[src/verilog/spd_consts.svh]
`ifndef SPD_CONSTS_SVH
`define SPD_CONSTS_SVH

// Register file addresses
`define SPD_ADDR_STATUS 8'h03
`define SPD_ADDR_PORT 8'h06

// Widths and reset values
`define SPD_NPINS 6
`define SPD_DIR_RESET 6'h3f
`define SPD_OPT_RESET 8'hff
`define SPD_LATCH_RESET 6'h00

// Field positions
`define SPD_OPT_TCS_BIT 5
`define SPD_STAT_WAKE_BIT 7
`define SPD_INPUT_ONLY_PIN 3
`define SPD_TIMER_PIN 2

`endif

[src/verilog/spd_pkg.sv]
package spd_pkg;

	// Instruction-cycle operation presented by the core
	typedef enum logic [4:0] {
		SPD_OP_IDLE = 5'b0_0001,
		SPD_OP_READ = 5'b0_0010,
		SPD_OP_WRITE = 5'b0_0100,
		SPD_OP_BSET = 5'b0_1000,
		SPD_OP_BCLR = 5'b1_0000
	} spd_op_e;

	typedef logic [5:0] spd_pins_t;

endpackage

[src/verilog/spd_if.sv]
// Pin-side signals between the port core and the pad stage
interface spd_if;
	logic [5:0] pin_sync;
	logic [5:0] pad_out;
	logic [5:0] pad_oe;

	modport core (input pin_sync, output pad_out, output pad_oe);
	modport pads (output pin_sync, input pad_out, input pad_oe);
endinterface

[src/verilog/spd_port.sv]
// Behaviour
// - Direction-load copies accumulator into direction
// - Direction one tristates the pin driver
// - Direction zero drives latch onto pin
// - Input-only pin never drives; others configurable
// - Option register can override timer pin
// - Port read returns pin levels, not latch
// - Direction write-only, reset to all ones
// - Inputs not latched; sampled at read
// - Output latch holds until next write
// - Port bits seven and six read zero
// - Wake flag set on wake reset only
// - Bit set/clear rewrites whole latch from pins
// - Write lands at cycle end, read samples start
// - External timer clock forces timer pin input
// - Alternate-function pins read as zero
`include "spd_consts.svh"

module spd_port #(
	parameter int NPINS = `SPD_NPINS
) (
	input wire logic clk,
	input wire logic nrst,
	input wire logic wake_reset,
	input wire spd_pkg::spd_op_e op,
	input wire logic [7:0] op_addr,
	input wire logic [2:0] op_bit,
	input wire logic [7:0] acc,
	input wire logic dir_load,
	input wire logic opt_load,
	input wire logic [5:0] alt_func,
	input wire logic [5:0] pin_in,
	output logic [5:0] pin_out,
	output logic [5:0] pin_oe,
	output logic [7:0] rd_data,
	output logic rd_valid,
	output logic pin_change_wake_flag
);

	// ****************************************
	// Registers
	// ****************************************
	logic [5:0] dir_q;
	logic [7:0] opt_q;
	logic [5:0] latch_q;
	logic [5:0] latch_d;
	logic [5:0] oe_d;
	logic [5:0] pin_vis;
	logic port_hit;
	logic wake_q;

	spd_if pif ();

	spd_pads u_pads (
		.clk(clk),
		.nrst(nrst),
		.pin_in(pin_in),
		.pin_out(pin_out),
		.pin_oe(pin_oe),
		.bus(pif)
	);

	assign port_hit = (op_addr == `SPD_ADDR_PORT);

	always_ff @(posedge clk) begin
		if (!nrst) begin
			dir_q <= `SPD_DIR_RESET;
		end else if (dir_load) begin
			dir_q <= acc[5:0];
		end
	end

	always_ff @(posedge clk) begin
		if (!nrst) begin
			opt_q <= `SPD_OPT_RESET;
		end else if (opt_load) begin
			opt_q <= acc;
		end
	end

	// Pin levels as seen by a read; alternate-function pins forced low
	assign pin_vis = pif.pin_sync & ~alt_func;

	// ****************************************
	// Output latch update
	// ****************************************
	always_comb begin
		latch_d = latch_q;
		if (port_hit) begin
			case (op)
				spd_pkg::SPD_OP_WRITE: latch_d = acc[5:0];
				spd_pkg::SPD_OP_BSET: begin
					latch_d = pin_vis;
					if (op_bit < 3'(NPINS)) begin
						latch_d[op_bit] = 1'b1;
					end
				end
				spd_pkg::SPD_OP_BCLR: begin
					latch_d = pin_vis;
					if (op_bit < 3'(NPINS)) begin
						latch_d[op_bit] = 1'b0;
					end
				end
				default: latch_d = latch_q;
			endcase
		end
	end

	// Latch is not cleared by reset: unchanged by non-power resets
	always_ff @(posedge clk) begin
		latch_q <= latch_d;
	end

	// ****************************************
	// Driver enables
	// ****************************************
	always_comb begin
		oe_d = ~dir_q;
		oe_d[`SPD_INPUT_ONLY_PIN] = 1'b0;
		if (opt_q[`SPD_OPT_TCS_BIT]) begin
			oe_d[`SPD_TIMER_PIN] = 1'b0;
		end
	end

	assign pif.pad_out = latch_d;
	assign pif.pad_oe = oe_d;

	// ****************************************
	// Read path and status
	// ****************************************
	always_ff @(posedge clk) begin
		if (!nrst) begin
			rd_data <= 8'h00;
			rd_valid <= 1'b0;
		end else begin
			rd_valid <= (op == spd_pkg::SPD_OP_READ) &&
				(port_hit || op_addr == `SPD_ADDR_STATUS);
			if (op == spd_pkg::SPD_OP_READ && port_hit) begin
				rd_data <= {2'b00, pin_vis};
			end else if (op == spd_pkg::SPD_OP_READ) begin
				rd_data <= {wake_q, 7'h00};
			end
		end
	end

	always_ff @(posedge clk) begin
		if (!nrst) begin
			wake_q <= wake_reset;
		end
	end

	assign pin_change_wake_flag = wake_q;

	// ****************************************
	// Checks
	// ****************************************
	// Latch holds unknown contents until the first port update after reset
	logic latch_known_q;

	always_ff @(posedge clk) begin
		if (!nrst) begin
			latch_known_q <= 1'b0;
		end else if (port_hit && op != spd_pkg::SPD_OP_IDLE &&
			op != spd_pkg::SPD_OP_READ) begin
			latch_known_q <= 1'b1;
		end
	end

	// Direction and driver enables
	a_input_only_off: assert property (@(posedge clk) disable iff (!nrst)
		##1 !pin_oe[`SPD_INPUT_ONLY_PIN]) else $error("input-only pin driven");
	a_dir_reset_off: assert property (@(posedge clk)
		!nrst ##1 !nrst |=> pin_oe == 6'h00) else $error("driver on after reset");
	a_dir_load_oe: assert property (@(posedge clk) disable iff (!nrst)
		dir_load && !opt_load ##1 !dir_load |=> pin_oe[1:0] == ~$past(acc[1:0], 2))
		else $error("direction not applied");
	a_dir_one_off: assert property (@(posedge clk) disable iff (!nrst)
		dir_load && acc[1] |-> ##2 !pin_oe[1]) else $error("input pin still driven");
	a_timer_forced: assert property (@(posedge clk) disable iff (!nrst)
		opt_q[`SPD_OPT_TCS_BIT] |=> !pin_oe[`SPD_TIMER_PIN]) else $error("timer pin driven");
	a_timer_released: assert property (@(posedge clk) disable iff (!nrst)
		!opt_q[`SPD_OPT_TCS_BIT] && !dir_q[`SPD_TIMER_PIN] |=> pin_oe[`SPD_TIMER_PIN])
		else $error("timer pin not driven");

	// Output latch and pins
	a_write_lands: assert property (@(posedge clk) disable iff (!nrst)
		op == spd_pkg::SPD_OP_WRITE && port_hit |=> latch_q == $past(acc[5:0]))
		else $error("port write lost");
	a_write_pin: assert property (@(posedge clk) disable iff (!nrst)
		op == spd_pkg::SPD_OP_WRITE && port_hit |=> pin_out == $past(acc[5:0]))
		else $error("write not on pins");
	a_latch_holds: assert property (@(posedge clk) disable iff (!nrst)
		latch_known_q && !port_hit |=> $stable(latch_q)) else $error("latch changed");
	a_drive_latch: assert property (@(posedge clk) disable iff (!nrst)
		latch_known_q |-> (pin_out & pin_oe) == (latch_q & pin_oe))
		else $error("driven level not latch");
	a_bit_set: assert property (@(posedge clk) disable iff (!nrst)
		op == spd_pkg::SPD_OP_BSET && port_hit |=>
		latch_q == ($past(pin_vis) | (6'h01 << $past(op_bit)))) else $error("bit set wrong");
	a_bit_clear: assert property (@(posedge clk) disable iff (!nrst)
		op == spd_pkg::SPD_OP_BCLR && port_hit |=>
		latch_q == ($past(pin_vis) & ~(6'h01 << $past(op_bit)))) else $error("bit clear wrong");

	// Read path and wake flag
	a_read_high_zero: assert property (@(posedge clk) disable iff (!nrst)
		$past(port_hit) && rd_valid |-> rd_data[7:6] == 2'b00) else $error("bits 7:6 set");
	a_read_pins: assert property (@(posedge clk) disable iff (!nrst)
		op == spd_pkg::SPD_OP_READ && port_hit |=> rd_data[5:0] == $past(pin_vis))
		else $error("read not pin level");
	a_alt_zero: assert property (@(posedge clk) disable iff (!nrst)
		op == spd_pkg::SPD_OP_READ && port_hit |=> (rd_data[5:0] & $past(alt_func)) == 6'h00)
		else $error("alternate pin read high");
	a_wake_capture: assert property (@(posedge clk)
		!nrst |=> pin_change_wake_flag == $past(wake_reset)) else $error("wake flag wrong");
	a_wake_stable: assert property (@(posedge clk) disable iff (!nrst)
		##1 $stable(pin_change_wake_flag)) else $error("wake flag moved");

	c_port_read: cover property (@(posedge clk) op == spd_pkg::SPD_OP_READ && port_hit);
	c_bit_set: cover property (@(posedge clk) op == spd_pkg::SPD_OP_BSET && port_hit);
	c_bit_clear: cover property (@(posedge clk) op == spd_pkg::SPD_OP_BCLR && port_hit);
	c_dir_load: cover property (@(posedge clk) dir_load ##2 pin_oe != 6'h00);
	c_wake_reset: cover property (@(posedge clk) $rose(nrst) && pin_change_wake_flag);

endmodule // spd_port

[src/verilog/spd_pads.sv]
`include "spd_consts.svh"

// Pad stage: two-flop input synchroniser, registered drivers
module spd_pads (
	input wire logic clk,
	input wire logic nrst,
	input wire logic [5:0] pin_in,
	output logic [5:0] pin_out,
	output logic [5:0] pin_oe,
	spd_if.pads bus
);

	logic [5:0] meta_q;
	logic [5:0] sync_q;

	always_ff @(posedge clk) begin
		meta_q <= pin_in;
		sync_q <= meta_q;
	end

	assign bus.pin_sync = sync_q;

	always_ff @(posedge clk) begin
		if (!nrst) begin
			pin_out <= `SPD_LATCH_RESET;
			pin_oe <= 6'h00;
		end else begin
			pin_out <= bus.pad_out;
			pin_oe <= bus.pad_oe;
		end
	end

endmodule // spd_pads

[config.mk]
export PLATFORM = sky130hd
export DESIGN_NAME = spd_port
export DESIGN_NICKNAME = d
export VERILOG_FILES = /design/src/verilog/spd_pkg.sv /design/src/verilog/spd_if.sv /design/src/verilog/spd_port.sv /design/src/verilog/spd_pads.sv
export VERILOG_INCLUDE_DIRS = /design/src /design/src/verilog
export SDC_FILE = /design/constraint.sdc
export NUM_CORES = 1
export LEC_CHECK = 0
export BUFFER_PORTS_ARGS = -buffer_cell sky130_fd_sc_hd__buf_2
export CORE_ASPECT_RATIO = 1.5
export CORE_MARGIN = 2
export CORE_UTILIZATION = 33
export DETAILED_ROUTE_END_ITERATION = 8
export GPL_ROUTABILITY_DRIVEN = 1
export PLACE_DENSITY = 0.66
export SLEW_MARGIN = 20
export SYNTH_ARGS = -nofsm -noshare
export SYNTH_HDL_FRONTEND = slang
export SYNTH_SLANG_ARGS = --single-unit
export TNS_END_PERCENT = 50
[constraint.sdc]
create_clock -name clk -period 1.85 [get_ports clk]
set_clock_uncertainty 0.2 [all_clocks]
set_input_delay 0.0925 -clock clk [delete_from_list [all_inputs] [get_ports clk]]
set_output_delay 0.0925 -clock clk [all_outputs]
set_load 0.01 [all_outputs]
After elaboration in Yosys (flattened, before gate mapping)
Cells that the tools add are included.
{ "classes": {"order_cmp": 3, "n_eq_ne": 6, "muxes": 8, "n_reduce_logical": 7, "bitwise_logic": 7} }
{ "ops": {"columns": ["cell", "n"], "rows": [
  ["6-bit 2-to-1 mux", 5],
  ["6-bit inverter", 3],
  ["6-bit case mux with 3 select lines", 1],
  ["6-bit bitwise AND", 2],
  ["8-bit by 2-bit equality test with 1-bit output, second input constant", 1],
  ["8-bit by 3-bit equality test with 1-bit output, second input constant", 1],
  ["6-bit bitwise OR", 1],
  ["5-bit by 2-bit equality test with 1-bit output, second input constant", 1],
  ["5-bit by 3-bit equality test with 1-bit output, second input constant", 1],
  ["5-bit by 4-bit equality test with 1-bit output, second input constant", 1],
  ["5-bit equality test, second input constant", 1],
  ["3-bit by 4-bit < comparator with 1-bit output, second input constant", 1],
  ["2-bit OR reduction", 2],
  ["1-bit demux with 3-bit select", 1],
  ["3-bit by 1-bit >= comparator with 1-bit output, second input constant", 1],
  ["1-bit logical AND", 3],
  ["3-bit < comparator, second input constant", 1],
  ["2-bit nonzero test", 1],
  ["1-bit logical OR", 1],
  ["1-bit 2-to-1 mux", 1],
  ["1-bit inverter", 1]
]} }
{ "totals": {"out_inout_bits": 22, "regBits": 51, "input_bits": 41} }

Longest topological paths before layout
{ "depth": {"word_depth": 9, "mapped_depth": 5} }

Cells and area by module
Synthesis repeated with hierarchy kept, for this count alone.
{ "hier_totals": {"cells_unflattened": 149, "hier_area_um2": 1611.5} }
{ "by_module_without_submodules": {"columns": ["module", "instances", "cells_each", "seq_area_each_um2", "area_each_um2"], "rows": [
  ["spd_port", 1, 112, 430.4, 1034.7],
  ["spd_pads", 1, 37, 480.5, 576.8]
]} }

Worst setup path after synthesis
OpenSTA, ideal clock, no wires.
{ "synth_timing": {"kind": "input to register", "start": "in op_addr[3]", "end": "reg u_pads.pin_out[5]", "setup_ns": 0.126, "path_stages": 4, "setup_slack_ns": 0.124, "t_arrival_ns": 1.400, "path_cell_list": "or4b_4 -> or3_4 -> a2111oi_4 -> nor3_1"} }
{ "synth_between": {"elab_chain_cells": 2} }
{ "synth_rtl": {"columns": ["item", "line", "text"], "rows": [
  ["start: declaration", "spd_port.sv:26", "input wire logic [7:0] op_addr,"],
  ["8-bit by 3-bit equality test with 1-bit output (no source line)", null, null],
  ["6-bit 2-to-1 mux", "spd_port.sv:89", "if (port_hit) begin"],
  ["end signal: assignment", "spd_pads.sv:25", "pin_out <= `SPD_LATCH_RESET;"],
  ["end signal: assignment", "spd_pads.sv:28", "pin_out <= bus.pad_out;"],
  ["end: declaration", "spd_pads.sv:8", "output logic [5:0] pin_out,"]
]} }
No other way between the ends.
A chain may end at the register's enable or synchronous reset.

Final worst setup path
{ "layout_timing": {"start": "in op_addr[7]", "end": "reg rd_valid"} }
{ "layout_between": {"elab_chain_cells": 3, "elab_cells_between_ends": 4, "classes_between": "2 x eq/ne; 2 x reduce/logical"} }
{ "layout_rtl": {"columns": ["item", "line", "text"], "rows": [
  ["8-bit by 3-bit equality test with 1-bit output (no source line) or 8-bit by 2-bit equality test with 1-bit output (tied branches)", null, null],
  ["1-bit logical OR (no source line) *", null, null],
  ["1-bit logical AND *", "spd_port.sv:136", "rd_valid <= (op == spd_pkg::SPD_OP_READ) &&"],
  ["end signal: assignment", "spd_port.sv:136", null],
  ["end: declaration", "spd_port.sv:36", "output logic rd_valid,"]
]} }
Every way passes the cells marked *; elsewhere a longest branch is shown, timed or not.

==> results.json <==
{
  "fillers": 514,
  "cp.arrival_ns": 1.77,
  "multi_input_area_sq_um": 801,
  "synth.area.top_cells": "dfxtp_1, mux2i_1, nand2b_1, nand2_1, a21oi_1",
  "fin_crit_sh": 0.952,
  "end_kind": "flop",
  "power_frac_comb": 0.119,
  "worstSetupStartpoint": "op_addr[7]",
  "place_congestion": 0.744,
  "dieWidth_um": 63.2,
  "place_area_sq_um": 2160,
  "crit_path_frequent_cell": "dlygate4sd3_1",
  "grtUsageMet3": 0.0267,
  "finalInstanceArea_sq_um": 2590,
  "initial_core_util": 0.339,
  "yosysSeqAreaShare": 0.513,
  "cts_buffer_depth": 2,
  "first_pass_iters": 4,
  "crit_path_max_incr_delay_ns": 0.58,
  "fmax_mhz": 568,
  "critPathBufInv": 3,
  "crit_family": "buffers and inverters",
  "insertion_delay_ns": 0.29,
  "cts_max_level": 2,
  "slowest_stage": "dlygate4sd3_1",
  "power.share.clock": 0.388,
  "die_y_um": 92.8,
  "ys.flop_type": "dfxtp_1",
  "synth_cell_type_count": 40,
  "period_needed_ns": 1.76,
  "required_ns": 1.86,
  "worstHoldPathCells": 4,
  "finalSetupTns_ns": 0,
  "cts-root-buf": "clkbuf_8",
  "grt_util_met1": 0.166,
  "cts.sinks": 44,
  "intPower_mw": 1.59,
  "n_antenna_cell": 0,
  "yosys.area.top_type_share": 0.496,
  "use_met2": 0.303,
  "clk_pin_slew_worst_paths_ns": 0.08,
  "maxSlewViolCount": 0,
  "synth_top_cell_by_area": "dfxtp_1",
  "finalHoldViolations": 0,
  "grt-busiest-layer": "met2",
  "synth-edff-count": 1,
  "status": "finished clean",
  "io_buffers": 58,
  "ir_worst_vdd_v": 0.000532,
  "vias": 1598,
  "viasPerCell": 4.67,
  "worstReg2RegStart": "dir_q[5]",
  "synth-async-reset-ratio": 0,
  "drc": 0,
  "dp_hpwl_um": 3050,
  "hold_path_class": "in -> reg",
  "ant_nets": 0,
  "holdCritStartpoint": "alt_func[5]",
  "p_sw_frac": 0.211,
  "post-route-util": 0.506,
  "regArea_sq_um": 891,
  "grt_pass1_vias": 1646,
  "cp_max_fo": 2,
  "p_total_mw": 2.02,
  "syn_area_sq_um": 1740,
  "core_area_sq_um": 5120,
  "path_class": "in -> reg",
  "cp-start-kind": "primary input",
  "io_pins": 63,
  "grt_max_degree": 14,
  "tritoncts": "built",
  "pwr-share-seq": 0.492,
  "r2r_cells": 3,
  "synth-seq-cells": 44,
  "die_area_sq_um": 5870,
  "p_switching_mw": 0.426,
  "drive_above_1_share": 0.303,
  "grt_overflow": 0,
  "power_leakage_nw": 1.12,
  "yosys_warnings": 0,
  "cts_buffers": 5,
  "wire_per_inst_um": 12.6,
  "grt_setup_unrepaired": "no",
  "finalSetupViolCount": 0,
  "layout.nets": 314,
  "antenna_found_initial": 0,
  "cp.depth": 6,
  "rows": 32,
  "finalWirelength_um": 4310,
  "drt-initial-drc-count": 34,
  "grt_pass1_wl_um": 7240,
  "grtUsageTotal": 0.159,
  "power.density_nw_per_um2": 778,
  "syn2layout_area_growth_pct": 49.4,
  "avgSynthCellArea_sq_um": 9.98,
  "synthCells": 174,
  "path_cells": "buf_2, dlygate4sd3_1, nor2_1, dlygate4sd3_1, nand2_1, nor4_1",
  "maxCapViolations": 0
}
-- worst paths after layout --
| path | to | slack, ns |
|---|---|---|
| hold / removal | rd_data[5] | 0.006 |
| setup / recovery | rd_valid | 0.09 |
| hold reg to reg | u_pads.bus.pin_sync[5] | 0.13 |
| setup reg to reg | dir_q[5] | 0.47 |
-- Yosys cell counts (all sizes together) (3+ instances only) --
cell	n
dfxtp	43
nand2	21
nand2b	15
a21oi	13
mux2i	10
nor2	9
clkbuf	7
nor3	6
nor4	5
nor3b	3
nor4b	3
o21ai	3
or4b	3
-- cells by family (layout without fill, tap and decap cells) --
logic type,after synthesis,in the layout,share of synthesized area
other,1,2,0.00216
XOR/XNOR,3,3,0.0151
AND/OR/NAND/NOR,73,73,0.250
multiplexers,10,10,0.0576
flip-flops,44,44,0.513
buffers and inverters,11,110,0.0281
AO/OA/AOI/OAI,32,32,0.134
-- per-stage QoR --
| step | instances | setup WS (ns) | hold slack, ns |
|---|---|---|---|
| 3_3_place_gp | 303 | -0.0148 | -0.00502 |
| 6_report | 342 | 0.0883 | 0.00560 |
| 5_1_grt | 342 | 0.0412 | 0.0248 |
| 3_5_place_dp | 303 | -0.0108 | -0.00344 |
| 4_1_cts | 342 | 0.147 | 0.00427 |
| 2_1_floorplan | 175 | 0.124 | -0.0798 |
-- per-layer routing --
layer | up-vias | share of wire
li1 | 807 | -
met1 | 737 | 0.38
met2 | 46 | 0.55
met3 | 8 | 0.046
met4 | 0 | 0.025
met5 | - | 0
-- worst register-to-register path, stage by stage, from the launching register on --
cell and delay (ns):
dfxtp_1 0.32, mux2i_1 0.12, nand2_1 0.07, dlygate4sd3_1 0.56
-- registers in the layout, indices dropped and copies added (netlist names) --
register              cells
rd_data                   7
latch_q                   6
u_pads.bus.pin_sync       6
u_pads.meta_q             6
u_pads.pin_out            6
dir_q                     5
u_pads.pin_oe             5
opt_q                     1
pin_change_wake_flag      1
rd_valid                  1
-- timing repair --
action / CTS / global route
hold buffers: 31 / 0
hold endpoints to repair: 26 / 0
setup buffers: 0 / 0
resized for setup: 0 / 0
-- placed cells by master, fill, tap and decap left out, types with 2 or more instances in the layout --
master,instances
buf_2,58
dfxtp_1,43
dlygate4sd3_1,31
nand2_1,21
nand2b_1,15
a21oi_1,13
buf_4,11
mux2i_1,10
nor2_1,9
clkbuf_8,7
nor3_1,5
nor4_1,5
nor3b_1,3
xnor2_1,2
or2_1,2
or4b_4,2
o21ai_0,2
nand3b_1,2
a31oi_1,2
nor4b_1,2
a211o_1,2
o21bai_1,2
o31a_1,2
a311oi_1,2
o311a_1,2
conb_1,2
-- layout make-up --
| type | count | share of cell area |
|---|---|---|
| multi-input cells | 120 | 0.309 |
| clock buffers | 7 | 0.0371 |
| well taps | 68 | 0.0328 |
| repair buffers | 100 | 0.263 |
| flip-flops and latches | 44 | 0.343 |
| inverters | 2 | 0.00289 |
| clock inverters | 1 | 0.0116 |
-- power by group through the flow --
stage	clock network (mW)	registers [mW]	logic (mW)
after detailed placement	0	1.02	0.182
after global routing	0.842	0.997	0.265
after CTS	0.800	0.993	0.238
final	0.784	0.993	0.241
after global placement	0	1.01	0.180
after floorplan	0	1.02	0.0972
(Power assumes the default switching activity.)
